<file path="src/verilog/dsw_pkg.sv">
// constants for the drive status word encoder
package dsw_pkg;
   localparam int          DSW_WIDTH         = 16;
   localparam logic [15:0] DSW_RESET         = 16'h0000;
   localparam logic [15:0] DSW_FULL_SCALE    = 16'h4000;
   localparam int          BIT_CTRL_READY    = 0;
   localparam int          BIT_DRIVE_READY   = 1;
   localparam int          BIT_ENABLE        = 2;
   localparam int          BIT_TRIP          = 3;
   localparam int          BIT_ERROR         = 4;
   localparam int          BIT_RESERVED      = 5;
   localparam int          BIT_TRIPLOCK      = 6;
   localparam int          BIT_WARNING       = 7;
   localparam int          BIT_SPEED_EQ      = 8;
   localparam int          BIT_BUS_CTRL      = 9;
   localparam int          BIT_FREQ_OK       = 10;
   localparam int          BIT_IN_OPERATION  = 11;
   localparam int          BIT_OVERTEMP_STOP = 12;
   localparam int          BIT_VOLTAGE_EXC   = 13;
   localparam int          BIT_TORQUE_EXC    = 14;
   localparam int          BIT_TIMER_EXC     = 15;
endpackage : dsw_pkg

</file>
<file path="src/verilog/dsw_encoder.sv">
// drive status word encoder and output frequency word register
module dsw_encoder
   import dsw_pkg::*;
(
   input  wire logic        core_clk_i,
   input  wire logic        rst_i,
   input  wire logic        ctrl_ready_i,
   input  wire logic        drive_ready_i,
   input  wire logic        coast_i,
   input  wire logic        fault_trip_i,
   input  wire logic        trip_reset_i,
   input  wire logic        error_no_trip_i,
   input  wire logic        trip_locked_i,
   input  wire logic        warning_i,
   input  wire logic        local_stop_i,
   input  wire logic        local_site_i,
   input  wire logic        start_i,
   input  wire logic        overtemp_stop_i,
   input  wire logic        dc_volt_low_i,
   input  wire logic        dc_volt_high_i,
   input  wire logic        current_over_limit_i,
   input  wire logic        timer_over_full_i,
   input  wire logic        link_lost_i,
   input  wire logic        comm_fault_i,
   input  wire logic [15:0] speed_ref_i,
   input  wire logic [15:0] out_freq_i,
   input  wire logic [15:0] freq_low_limit_i,
   input  wire logic [15:0] freq_high_limit_i,
   output logic      [15:0] drive_status_word_o,
   output logic      [15:0] actual_output_frequency_value_o,
   output logic             tripped_o
);

   ////////////////////////////////////////////////////////////////////////
   // synchronisers: the condition inputs come from other logic domains
   logic [17:0] cond_meta_reg;
   logic [17:0] cond_reg;
   logic [17:0] cond_raw;
   assign cond_raw = {ctrl_ready_i, drive_ready_i, coast_i, fault_trip_i, trip_reset_i,
                      error_no_trip_i, trip_locked_i, warning_i, local_stop_i, local_site_i,
                      start_i, overtemp_stop_i, dc_volt_low_i, dc_volt_high_i,
                      current_over_limit_i, timer_over_full_i, link_lost_i, comm_fault_i};

   always_ff @(posedge core_clk_i) begin
      if (rst_i) begin
         cond_meta_reg <= '0;
         cond_reg      <= '0;
      end else begin
         cond_meta_reg <= cond_raw;
         cond_reg      <= cond_meta_reg;
      end
   end

   wire s_ctrl_ready  = cond_reg[17];
   wire s_drive_ready = cond_reg[16];
   wire s_coast       = cond_reg[15];
   wire s_fault       = cond_reg[14];
   wire s_reset       = cond_reg[13];
   wire s_error       = cond_reg[12];
   wire s_locked      = cond_reg[11];
   wire s_warning     = cond_reg[10];
   wire s_local_stop  = cond_reg[9];
   wire s_local_site  = cond_reg[8];
   wire s_start       = cond_reg[7];
   wire s_overtemp    = cond_reg[6];
   wire s_volt_low    = cond_reg[5];
   wire s_volt_high   = cond_reg[4];
   wire s_cur_over    = cond_reg[3];
   wire s_timer_over  = cond_reg[2];
   wire s_link_lost   = cond_reg[1];
   wire s_comm_fault  = cond_reg[0];

   ////////////////////////////////////////////////////////////////////////
   // word samples: two stages, then a word is taken only when two synced
   // samples agree, so a word caught half changed never reaches the logic
   logic [15:0] ref_meta_reg,  ref_sync_reg,  ref_prev_reg,  ref_reg;
   logic [15:0] freq_meta_reg, freq_sync_reg, freq_prev_reg, freq_reg;
   logic [15:0] lo_meta_reg,   lo_sync_reg,   lo_prev_reg,   lo_reg;
   logic [15:0] hi_meta_reg,   hi_sync_reg,   hi_prev_reg,   hi_reg;

   always_ff @(posedge core_clk_i) begin
      if (rst_i) begin
         ref_meta_reg  <= 16'h0000;
         ref_sync_reg  <= 16'h0000;
         ref_prev_reg  <= 16'h0000;
         freq_meta_reg <= 16'h0000;
         freq_sync_reg <= 16'h0000;
         freq_prev_reg <= 16'h0000;
         lo_meta_reg   <= 16'h0000;
         lo_sync_reg   <= 16'h0000;
         lo_prev_reg   <= 16'h0000;
         hi_meta_reg   <= 16'h0000;
         hi_sync_reg   <= 16'h0000;
         hi_prev_reg   <= 16'h0000;
      end else begin
         ref_meta_reg  <= speed_ref_i;
         ref_sync_reg  <= ref_meta_reg;
         ref_prev_reg  <= ref_sync_reg;
         freq_meta_reg <= out_freq_i;
         freq_sync_reg <= freq_meta_reg;
         freq_prev_reg <= freq_sync_reg;
         lo_meta_reg   <= freq_low_limit_i;
         lo_sync_reg   <= lo_meta_reg;
         lo_prev_reg   <= lo_sync_reg;
         hi_meta_reg   <= freq_high_limit_i;
         hi_sync_reg   <= hi_meta_reg;
         hi_prev_reg   <= hi_sync_reg;
      end
   end

   // costs the words two more cycles of latency; the condition bits do not pay it
   wire ref_agree  = (ref_sync_reg == ref_prev_reg);
   wire freq_agree = (freq_sync_reg == freq_prev_reg);
   wire lo_agree   = (lo_sync_reg == lo_prev_reg);
   wire hi_agree   = (hi_sync_reg == hi_prev_reg);

   always_ff @(posedge core_clk_i) begin
      if (rst_i) begin
         ref_reg  <= 16'h0000;
         freq_reg <= 16'h0000;
         lo_reg   <= 16'h0000;
         hi_reg   <= 16'h0000;
      end else begin
         if (ref_agree) begin
            ref_reg <= ref_sync_reg;
         end
         if (freq_agree) begin
            freq_reg <= freq_sync_reg;
         end
         if (lo_agree) begin
            lo_reg <= lo_sync_reg;
         end
         if (hi_agree) begin
            hi_reg <= hi_sync_reg;
         end
      end
   end

   ////////////////////////////////////////////////////////////////////////
   // trip latch: set wins over reset so a new fault is never lost
   logic trip_reg, trip_next, reset_d_reg;
   wire  reset_rise = s_reset & ~reset_d_reg;
   assign trip_next = s_fault ? 1'b1 : (reset_rise ? 1'b0 : trip_reg);

   always_ff @(posedge core_clk_i) begin
      if (rst_i) begin
         trip_reg    <= 1'b0;
         reset_d_reg <= 1'b0;
      end else begin
         trip_reg    <= trip_next;
         reset_d_reg <= s_reset;
      end
   end

   ////////////////////////////////////////////////////////////////////////
   // signed percentage words: 16384 is 100 percent, negatives two's complement
   function automatic logic signed [15:0] pct_word(input logic [15:0] raw);
      pct_word = signed'(raw);
   endfunction : pct_word

   wire signed [15:0] ref_s  = pct_word(ref_reg);
   wire signed [15:0] freq_s = pct_word(freq_reg);
   wire signed [15:0] lo_s   = pct_word(lo_reg);
   wire signed [15:0] hi_s   = pct_word(hi_reg);
   wire [15:0] freq_abs = freq_s[15] ? 16'(-freq_s) : 16'(freq_s);

   ////////////////////////////////////////////////////////////////////////
   // status word assembly
   logic [15:0] word_raw;
   logic [15:0] dsw_next;
   wire         word_kill = s_link_lost | s_comm_fault;

   always_comb begin
      word_raw                    = DSW_RESET;
      word_raw[BIT_CTRL_READY]    = s_ctrl_ready & ~trip_reg;
      word_raw[BIT_DRIVE_READY]   = s_drive_ready;
      word_raw[BIT_ENABLE]        = ~s_coast;
      word_raw[BIT_TRIP]          = trip_reg;
      word_raw[BIT_ERROR]         = s_error & ~trip_reg;
      word_raw[BIT_RESERVED]      = 1'b0;
      word_raw[BIT_TRIPLOCK]      = trip_reg & s_locked;
      word_raw[BIT_WARNING]       = s_warning;
      word_raw[BIT_SPEED_EQ]      = (freq_s == ref_s);
      word_raw[BIT_BUS_CTRL]      = ~(s_local_stop | s_local_site);
      word_raw[BIT_FREQ_OK]       = (freq_abs > lo_s) && (freq_abs < hi_s);
      word_raw[BIT_IN_OPERATION]  = s_start | (freq_s != 16'sh0000);
      word_raw[BIT_OVERTEMP_STOP] = s_overtemp & ~trip_reg;
      word_raw[BIT_VOLTAGE_EXC]   = s_volt_low | s_volt_high;
      word_raw[BIT_TORQUE_EXC]    = s_cur_over;
      word_raw[BIT_TIMER_EXC]     = s_timer_over;
      dsw_next                    = word_kill ? DSW_RESET : word_raw;
   end

   always_ff @(posedge core_clk_i) begin
      if (rst_i) begin
         drive_status_word_o             <= DSW_RESET;
         actual_output_frequency_value_o <= 16'h0000;
      end else begin
         drive_status_word_o             <= dsw_next;
         actual_output_frequency_value_o <= freq_reg;
      end
   end

   assign tripped_o = trip_reg;

   ////////////////////////////////////////////////////////////////////////
   // checks
   property p_kill_zero;
      @(posedge core_clk_i) disable iff (rst_i)
      word_kill |=> (drive_status_word_o == 16'h0000);
   endproperty
   a_kill_zero: assert property (p_kill_zero) else $error("word not zero on link loss");

   property p_reserved;
      @(posedge core_clk_i) disable iff (rst_i)
      drive_status_word_o[BIT_RESERVED] == 1'b0;
   endproperty
   a_reserved: assert property (p_reserved) else $error("reserved bit set");

   property p_trip_hold;
      @(posedge core_clk_i) disable iff (rst_i)
      (trip_reg && !reset_rise) |=> trip_reg;
   endproperty
   a_trip_hold: assert property (p_trip_hold) else $error("trip dropped without reset");

   property p_fault_trip;
      @(posedge core_clk_i) disable iff (rst_i)
      (s_fault && !word_kill) ##1 !word_kill |=> drive_status_word_o[BIT_TRIP];
   endproperty
   a_fault_trip: assert property (p_fault_trip) else $error("trip bit missing");

   property p_ready_trip;
      @(posedge core_clk_i) disable iff (rst_i)
      trip_reg |=> !drive_status_word_o[BIT_CTRL_READY];
   endproperty
   a_ready_trip: assert property (p_ready_trip) else $error("ready while tripped");

   property p_triplock;
      @(posedge core_clk_i) disable iff (rst_i)
      drive_status_word_o[BIT_TRIPLOCK] |-> drive_status_word_o[BIT_TRIP];
   endproperty
   a_triplock: assert property (p_triplock) else $error("triplock without trip");

   property p_bus_ctrl;
      @(posedge core_clk_i) disable iff (rst_i)
      (s_local_stop || s_local_site) |=> !drive_status_word_o[BIT_BUS_CTRL];
   endproperty
   a_bus_ctrl: assert property (p_bus_ctrl) else $error("bus control while local");

   property p_freq_word;
      @(posedge core_clk_i) disable iff (rst_i)
      ##1 actual_output_frequency_value_o == $past(freq_reg);
   endproperty
   a_freq_word: assert property (p_freq_word) else $error("frequency word stale");

   property p_voltage;
      @(posedge core_clk_i) disable iff (rst_i)
      (!word_kill && (s_volt_low || s_volt_high)) |=> drive_status_word_o[BIT_VOLTAGE_EXC];
   endproperty
   a_voltage: assert property (p_voltage) else $error("voltage bit missing");

   property p_drive_ready;
      @(posedge core_clk_i) disable iff (rst_i)
      !word_kill |=> (drive_status_word_o[BIT_DRIVE_READY] == $past(s_drive_ready));
   endproperty
   a_drive_ready: assert property (p_drive_ready) else $error("drive ready bit wrong");

   property p_enable;
      @(posedge core_clk_i) disable iff (rst_i)
      !word_kill |=> (drive_status_word_o[BIT_ENABLE] == !$past(s_coast));
   endproperty
   a_enable: assert property (p_enable) else $error("enable bit wrong");

   property p_triplock_set;
      @(posedge core_clk_i) disable iff (rst_i)
      (!word_kill && trip_reg && s_locked) |=> drive_status_word_o[BIT_TRIPLOCK];
   endproperty
   a_triplock_set: assert property (p_triplock_set) else $error("triplock bit missing");

   property p_warning;
      @(posedge core_clk_i) disable iff (rst_i)
      !word_kill |=> (drive_status_word_o[BIT_WARNING] == $past(s_warning));
   endproperty
   a_warning: assert property (p_warning) else $error("warning bit wrong");

   property p_speed_eq;
      @(posedge core_clk_i) disable iff (rst_i)
      !word_kill |=> (drive_status_word_o[BIT_SPEED_EQ] == ($past(freq_reg) == $past(ref_reg)));
   endproperty
   a_speed_eq: assert property (p_speed_eq) else $error("speed match bit wrong");

   property p_freq_limit;
      @(posedge core_clk_i) disable iff (rst_i)
      ((freq_abs == lo_reg) || (freq_abs == hi_reg)) |=> !drive_status_word_o[BIT_FREQ_OK];
   endproperty
   a_freq_limit: assert property (p_freq_limit) else $error("frequency ok at a limit");

   property p_in_operation;
      @(posedge core_clk_i) disable iff (rst_i)
      (!word_kill && s_start) |=> drive_status_word_o[BIT_IN_OPERATION];
   endproperty
   a_in_operation: assert property (p_in_operation) else $error("operation bit missing");

   property p_overtemp;
      @(posedge core_clk_i) disable iff (rst_i)
      (!word_kill && s_overtemp && !trip_reg) |=> drive_status_word_o[BIT_OVERTEMP_STOP];
   endproperty
   a_overtemp: assert property (p_overtemp) else $error("overtemperature bit missing");

   property p_torque;
      @(posedge core_clk_i) disable iff (rst_i)
      !word_kill |=> (drive_status_word_o[BIT_TORQUE_EXC] == $past(s_cur_over));
   endproperty
   a_torque: assert property (p_torque) else $error("torque bit wrong");

   property p_timer;
      @(posedge core_clk_i) disable iff (rst_i)
      !word_kill |=> (drive_status_word_o[BIT_TIMER_EXC] == $past(s_timer_over));
   endproperty
   a_timer: assert property (p_timer) else $error("timer bit wrong");

   c_trip_reset: cover property (@(posedge core_clk_i) disable iff (rst_i) trip_reg ##1 !trip_reg);
   c_kill:       cover property (@(posedge core_clk_i) disable iff (rst_i) word_kill);
   c_speed_eq:   cover property (@(posedge core_clk_i) disable iff (rst_i) drive_status_word_o[BIT_SPEED_EQ]);
   c_freq_ok:    cover property (@(posedge core_clk_i) disable iff (rst_i) drive_status_word_o[BIT_FREQ_OK]);
   c_triplock:   cover property (@(posedge core_clk_i) disable iff (rst_i) drive_status_word_o[BIT_TRIPLOCK]);
endmodule : dsw_encoder

</file>
<file path="config.mk">
export PLATFORM = sky130hd
export DESIGN_NAME = dsw_encoder
export DESIGN_NICKNAME = d
export VERILOG_FILES = /design/src/verilog/dsw_pkg.sv /design/src/verilog/dsw_encoder.sv
export SDC_FILE = /design/constraint.sdc
export NUM_CORES = 1
export LEC_CHECK = 0
export BUFFER_PORTS_ARGS = -buffer_cell sky130_fd_sc_hd__buf_2
export CELL_PAD_IN_SITES_DETAIL_PLACEMENT = 1
export CELL_PAD_IN_SITES_GLOBAL_PLACEMENT = 2
export CORE_UTILIZATION = 41
export CTS_CLUSTER_SIZE = 25
export DETAILED_ROUTE_END_ITERATION = 12
export PLACE_DENSITY_LB_ADDON = 0.1
export SETUP_SLACK_MARGIN = 0.15
export SYNTH_ARGS = -nofsm -noshare
export SYNTH_HDL_FRONTEND = slang
export SYNTH_SLANG_ARGS = --single-unit
export TNS_END_PERCENT = 100
</file>
<file path="constraint.sdc">
create_clock -name core_clk_i -period 7.1 [get_ports core_clk_i]
set_input_delay 1.065 -clock core_clk_i [delete_from_list [all_inputs] [get_ports core_clk_i]]
set_output_delay 1.065 -clock core_clk_i [all_outputs]
set_load 0.01 [all_outputs]
</file>
==> results of run 1 <==
-- worst paths after layout --
kind | startpoint | to | slack, ns | cells after the start
min reg2reg | cond_reg[9] | drive_status_word_o[9] | 0.39 | 1
max reg2reg | freq_reg[0] | drive_status_word_o[10] | 3.46 | 11
max | freq_reg[0] | drive_status_word_o[10] | 3.46 | 11
min | cond_reg[9] | drive_status_word_o[9] | 0.39 | 1
-- cell type report --
type / instances / area (um2) / share of cell area
clock inverter: 13 / 160 / 0.0122
inverter: 32 / 120 / 0.00913
clock buffer: 50 / 1040 / 0.0788
tap: 335 / 419 / 0.0319
sequential: 325 / 6510 / 0.495
timing repair buffer: 117 / 612 / 0.0465
multi-input combinational: 601 / 4300 / 0.327
-- power by group through the flow --
stage | sequential [mW] | clock, mW | combinational, mW
after detailed placement | 1.96 | 0 | 0.183
final | 1.92 | 1.85 | 0.180
after CTS | 1.92 | 1.91 | 0.185
after global routing | 1.92 | 1.98 | 0.204
after global placement | 1.95 | 0 | 0.180
after floorplan | 1.95 | 0 | 0.127
-- cells by family after synthesis --
| logic type | after synthesis | synth area share |
|---|---|---|
| DFF | 325 | 0.586 |
| buffers and inverters | 75 | 0.0267 |
| xor gates and xnor gates | 93 | 0.0734 |
| AOI/OAI and AO/OA | 34 | 0.0196 |
| and+or+nand+nor | 377 | 0.198 |
| muxes | 64 | 0.0595 |
| other | 1 | 0.000338 |
| adders and majority gates | 32 | 0.0361 |
-- cells in the final DEF, fill, tap and decap left out, types with 11 or more instances in the layout --
cell	Yosys	routed
inv_1	32	32
ha_1	32	32
mux2_2	16	16
xnor2_1	13	13
a21oi_1	11	11
dfxtp_1	325	325
buf_2	3	114
nor4_1	21	21
mux2i_1	48	48
clkbuf_16	0	38
nor2_1	62	62
nand2_1	11	11
nor2b_1	244	244
xor2_1	80	80
-- worst max-delay path: stages, from the launching register on --
cell and delay [ns]:
dfxtp_1 0.37, inv_1 0.12, ha_1 0.18, or3b_2 0.50, nor4_1 0.57, nand2b_1 0.20
xnor2_1 0.19, ha_1 0.32, and4_1 0.22, a221o_1 0.31, a2111oi_0 0.44, nor4_1 0.09
-- per-layer routing --
metal | part of all wire | wire (um)
met5 | 0 | 0
met4 | 0.022 | 464
met1 | 0.49 | 10600
met3 | 0.047 | 1010
met2 | 0.44 | 9470
==> run metrics, run 1 <==
Total GRT Usage 0.159; RD Place Congestion 0.804; Distinct cells, synth 42; dpl ws 3.50 ns; iteration count of the initial detailed-routing pass 8; drc violations 7; Vias 6739; clock slew at reported path FFs 0.06 ns; final hold vios 0; internal power 3.11 mW; Initial Util 0.422; Slew @ Worst Pin 1.10 ns; Synth Cell Area 11100 um2; remaining antenna violation count after routing 0; Num CTS Buffers 36; Max Freq 275 MHz; Flop pwr share 0.486; CTS sink cnt 325; post-synth top area share 0.586; Total Power Consumption 3.94 mW; CTS tree built; full die area 27700 um2; CP Max Fanout 5; Psw 835 uW; ant diodes 0; Startpoint Class flop; Pleak 6.15 nW; post-cts sizing count 0; DP HPWL 14300 um; I/O pin count 117; skew final 0.0158 ns; Hold Crit Class reg2reg; most common cell in the netlist dfxtp_1; maximum vdd drop 0.152 mV; CTS Hold Buffers Added 0; Avg WL per Cell 14.6 um; #FFs+latches synth 325; Post-Route Setup TNS 0 ns; max-slew violation count 0; antenna violations before repair 0; share of cells above drive strength 1 0.170; area leader, netlist dfxtp_1; top cells by area, synth dfxtp_1 (59%), nor2b_1 (14%), xor2_1 (6.3%); Syn-to-layout area delta 18.5%; WS Path Type reg2reg; vias per cell 4.58; Synth Warn # 0; core area 26300 um2; total congestion overflow 0; Syn Nets 1117; Filler cells 2876; chip height 167 um; Max Cap Viol 0; met1 GRT Util 0.215; Post-CTS Setup Bufs 0; sequential area share after synthesis 0.586; Finished Core Util 0.500; predominant post-synthesis flop cell dfxtp_1; Cells after Synth 1001; worst hold slack 0.388 ns; Switching Fraction 0.212; Power Dens Cells 300 nW/um2; DIE WIDTH 167 um; placed cell count 1410; largest net degree at the start of global routing 171; Finished Layout Cells 1473; clock network power share 0.469; min Tclk post-route 3.64 ns; GR Util met3 0.0383; met2 GRT Util 0.249; DRT Wirelength 21500 um; Port Buf Inserts 115; combinational group share of total power 0.046; worst-case clock buffer depth 3; status finished with violations; Worst EP arrival 4.02 ns; RSZ-0062 raised after global routing false; Avg Inst Size Synth 11.1 um2; Placed Area 12000 um2; Final #Nets 1229; EDFF count, synth 0; fin crit share 0.513; Iter 0 DRT Violations 240; Final WS setup 3.46 ns; worst skew pair latency 0.51 ns; commonest cells in the netlist dfxtp_1 (325), nor2b_1 (244), xor2_1 (80); clk root buf clkbuf_16; Synth async-reset ratio 0; Req. time, crit path 7.47 ns; GRT Max-Usage Layer met2; slew margin rel. 0.264; fin area 13200 um2; vias in the first global route 6821; global-route wire length before repair 35600 um; # H-tree levels 2; setup violators final 0; failing checks design-rule violations; # rows 59; element type at the critical path end flop
No activity file was read; power rests on OpenSTA's default activity.
==> inputs of run 2 (changes only) <==
CORE_UTILIZATION = 34   (was 41)
clock period = 3.2 ns   (was 7.1 ns; I/O delays follow)
==> run metrics, run 2 (synthesis gave the netlist of run 1 again) <==
status complete, no violations; CP Max Fanout 3; Total Power Consumption 8.61 mW; slew margin rel. 0.539; internal power 6.74 mW; worst skew pair latency 0.50 ns; chip height 183 um; core area 31800 um2; global-route wire length before repair 37700 um; vias per cell 4.25; Syn-to-layout area delta 21.2%; worst-case clock buffer depth 3; clock network power share 0.457; crit-path cells or4_4 -> or4_4 -> o21ai_4 -> xnor2_2 -> ha_1 -> and4_1 -> a221o_1 -> a2111oi_2 -> nor4_1; footprint of the multi-input gates 4360 um2; # rows 65; Hold Crit Class in2reg; DIE WIDTH 183 um; clk root buf clkbuf_16; antenna violations before repair 0; Initial Util 0.349; maximum vdd drop 0.276 mV; combinational group share of total power 0.049; total congestion overflow 0; WS Path Type reg2reg; Crit path top cell by count or4_4; share of cells above drive strength 1 0.191; Avg WL per Cell 14.4 um; DP HPWL 15700 um; element type at the critical path end flop; Worst path slowest cell or4_4; vias in the first global route 6989; most frequent cells in the layout dfxtp_1 (324), nor2b_1 (244), buf_2 (114), xor2_1 (80), nor2_1 (62); Port Buf Inserts 115; I/O pin count 117; max-slew violation count 0; setup violators final 0; Iter 0 DRT Violations 264; Final #Nets 1254; drc violations 0; Startpoint Class flop; Post-Route Setup TNS 0 ns; # H-tree levels 2; ant diodes 0; RD Place Congestion 0.818; Filler cells 3471; clock slew at reported path FFs 0.06 ns; Worst EP arrival 3.43 ns; critical path's largest stage delay 0.54 ns; iteration count of the initial detailed-routing pass 4; Vias 6793; CTS sink cnt 325; fin crit share 0.952; Power Dens Cells 640 nW/um2; sequential cell area 6510 um2; min Tclk post-route 3.05 ns; largest net degree at the start of global routing 99; remaining antenna violation count after routing 0; DRT Wirelength 23100 um; Num CTS Buffers 36; Slew @ Worst Pin 0.691 ns; CTS tree built; CTS Hold Buffers Added 0; Max Freq 328 MHz; Max Cap Viol 0; Psw 1.87 mW; Switching Fraction 0.217; skew final 0.0104 ns; final hold vios 0; full die area 33400 um2; Total GRT Usage 0.143; Pleak 6.28 nW; most common cell after layout, fill and taps aside dfxtp_1; Req. time, crit path 3.58 ns; Flop pwr share 0.493; RSZ-0062 raised after global routing true
==> run 2: stage by stage <==
| step | cell area [um2] | hold slack (ns) | cells | setup WS (ns) | utilization |
|---|---|---|---|---|---|
| final | 13500 | 0.188 | 1597 | 0.155 | 0.423 |
| after global routing | 13500 | 0.170 | 1597 | 0.0566 | 0.423 |
| after floorplan | 11100 | 0.368 | 1001 | 0.160 | - |
| after detailed placement | 12200 | 0.383 | 1529 | -0.0736 | 0.385 |
| after global placement | 12200 | 0.374 | 1529 | 0.0230 | 0.385 |
| after CTS | 13400 | 0.163 | 1596 | 0.152 | 0.422 |
==> run 2: routing by layer <==
metal	vias to the layer above	part of all wire	GRT usage	wire length, um
li1	3491	-	-	-
met1	3128	0.51	0.198	11700
met2	135	0.41	0.217	9550
met3	39	0.056	0.0365	1290
met4	0	0.023	0.0444	525
met5	-	0	0	0
==> run 2: what timing repair did <==
action                     CTS  global route
pin swaps                   10             3
resized for setup            5             5
setup endpoints to repair    1             1
gates cloned                 0             0
buffers inserted             5             1
==> run 2: final timing paths <==
kind | startpoint | endpoint | slack [ns] | cells after the start
min reg2reg | cond_reg[9] | drive_status_word_o[9] | 0.38 | 1
min | freq_high_limit_i[13] | hi_meta_reg[13] | 0.19 | 2
max reg2reg | freq_reg[6] | drive_status_word_o[10] | 0.15 | 9
max | freq_reg[6] | drive_status_word_o[10] | 0.15 | 9
==> run 2: layout make-up <==
type	count	area share
multi-input combinational	601	0.324
timing repair buffer	142	0.0594
sequential	325	0.484
clock inverter	9	0.00567
tap	435	0.0404
inverter	32	0.00893
clock buffer	53	0.0777
==> run 2: power groups by stage <==
stage          Sequential (mW)  Combinational (mW)  Clock (mW)
4_1_cts                   4.25               0.434        4.09
3_5_place_dp              4.34               0.423           0
2_1_floorplan             4.32               0.283           0
3_3_place_gp              4.34               0.420           0
5_1_grt                   4.26               0.480        4.26
6_report                  4.25               0.424        3.94
==> run 2: critical path: cells and delay by family, from the launching register on <==
family	cells	cell delay [ns]
adders and majority gates	1	0.32
and+or+nand+nor	4	1.33
DFF	1	0.31
AOI/OAI and AO/OA	3	0.87
xor gates and xnor gates	1	0.10
==> inputs of run 3 (changes only) <==
CORE_ASPECT_RATIO = 1.2   (was not set)
==> run metrics, run 3 (synthesis gave the netlist of run 1 again) <==
Max Cap Viol 0; worst-case clock buffer depth 3; critical path's largest stage delay 0.55 ns; cell count of the worst reg-to-reg path 9; vias per cell 4.32; share of cells above drive strength 1 0.200; Pleak 6.28 nW; antenna violations before repair 0; min Tclk post-route 3.07 ns; I/O pin count 117; Final #Nets 1252; Finished Core Util 0.418; slew margin rel. 0.574; ant diodes 0; Port Buf Inserts 115; setup violators final 0; Avg WL per Cell 14.3 um; status complete, no violations; crit path from freq_reg[2]; full die area 33400 um2; footprint of the multi-input gates 4460 um2; Worst path slowest cell or4_4; # H-tree levels 2; CTS Hold Buffers Added 0; Final WS setup 0.128 ns; Crit path top cell by count or4_4; hold_sp out_freq_i[2]; DP HPWL 15400 um; max-slew violation count 0; Initial Util 0.345; fin crit share 0.960; Max Freq 326 MHz; CTS sink cnt 325; DIE WIDTH 167 um; most frequent cells in the layout dfxtp_1 (323), nor2b_1 (244), buf_2 (114), xor2_1 (80), nor2_1 (62); most common cell after layout, fill and taps aside dfxtp_1; clock slew at reported path FFs 0.06 ns; dpl ws -0.0203 ns; worst skew pair latency 0.51 ns; WS Path Type reg2reg; CP Max Fanout 4; Num CTS Buffers 35; skew final 0.0156 ns; CTS tree built; Power Dens Cells 623 nW/um2; worst r2r dst drive_status_word_o[10]; Iter 0 DRT Violations 247; Hold Crit Class in2reg; sequential cell area 6510 um2; Syn-to-layout area delta 21.0%; core area 32200 um2; total congestion overflow 0; Vias 6762; crit-path cells or4_4 -> or4_4 -> o21ai_4 -> xnor2_2 -> ha_1 -> and4_4 -> a221o_1 -> a2111oi_4 -> nor4_2; element type at the critical path end flop; RSZ-0062 raised after global routing true; # rows 72; chip height 200 um; final hold vios 0; global-route wire length before repair 36000 um; Filler cells 3525; vias in the first global route 6886; largest net degree at the start of global routing 117; Total GRT Usage 0.136; drc violations 0; Req. time, crit path 3.60 ns; Post-Route Setup TNS 0 ns; remaining antenna violation count after routing 0; maximum vdd drop 0.338 mV; Slew @ Worst Pin 0.639 ns; Worst EP arrival 3.47 ns; Worst Hold Depth 2; Startpoint Class flop; clk root buf clkbuf_16; RD Place Congestion 0.817; DRT Wirelength 22300 um; iteration count of the initial detailed-routing pass 4; FF-to-FF setup slack 0.13 ns; Hold EP freq_meta_reg[2]; reg2reg start freq_reg[2]
run 3: cell types whose count changed in the layout (fill, tap and decap cells not counted), moves of 2 or more:
cell,change
clkbuf_8,-2
a21oi_1,-2
xnor2_1,-2
clkinvlp_4,+2
and4_4,+3
and4_1,-3
clkbuf_1,-2
xnor2_2,+2
clkbuf_16,-2
run 3: stage by stage:
step | instances | cell area, um2 | power, mW | hold slack [ns]
after floorplan | 1001 | 11100 | 4.60 | 0.368
after global placement | 1502 | 12200 | 4.76 | 0.377
after detailed placement | 1502 | 12200 | 4.76 | 0.384
after CTS | 1563 | 13300 | 8.51 | 0.148
after global routing | 1564 | 13400 | 8.75 | 0.171
final | 1564 | 13400 | 8.37 | 0.175
run 3: cell type report:
type,instances,share of cell area
Sequential cell,325,0.485
Multi-Input combinational cell,601,0.332
Clock buffer,48,0.0726
Timing Repair Buffer,141,0.0591
Tap cell,407,0.0379
Inverter,32,0.00894
Clock inverter,10,0.00456
run 3: report_power, final:
group | leakage, nW | total, mW | switching [mW] | internal [mW]
sequential | 2.66 | 4.25 | 0.0606 | 4.19
clock | 0.505 | 3.67 | 1.55 | 2.13
combinational | 3.12 | 0.447 | 0.220 | 0.227
run 3: what timing repair did:
action                     CTS  global route
setup endpoints to repair    1             1
gates resized for setup      6            21
pin swaps                    7            17
buffers inserted             3             1
run 3: worst max path at each step:
stage	endpoint	slack [ns]
6_report	drive_status_word_o[10]	0.13
5_1_grt	drive_status_word_o[10]	0.07
2_1_floorplan	drive_status_word_o[10]	0.16
3_3_place_gp	drive_status_word_o[10]	0.04
3_5_place_dp	drive_status_word_o[10]	-0.02
4_1_cts	drive_status_word_o[10]	0.17
run 3: layer usage:
metal,part of all wire,global-route usage,up-vias,wire [um]
li1,-,-,3479,-
met1,0.48,0.176,3114,10700
met2,0.44,0.219,127,9930
met3,0.048,0.0329,42,1070
met4,0.030,0.0528,0,673
met5,0,0,-,0
run 3: worst max-delay path, delay by kind of cell, from the launching register on:
kind | cells | cell delay [ns]
flip-flops | 1 | 0.32
XOR/XNOR | 1 | 0.14
AND/OR/NAND/NOR | 4 | 1.32
adder cells (fa/ha/maj) | 1 | 0.28
AO/OA/AOI/OAI | 3 | 0.89
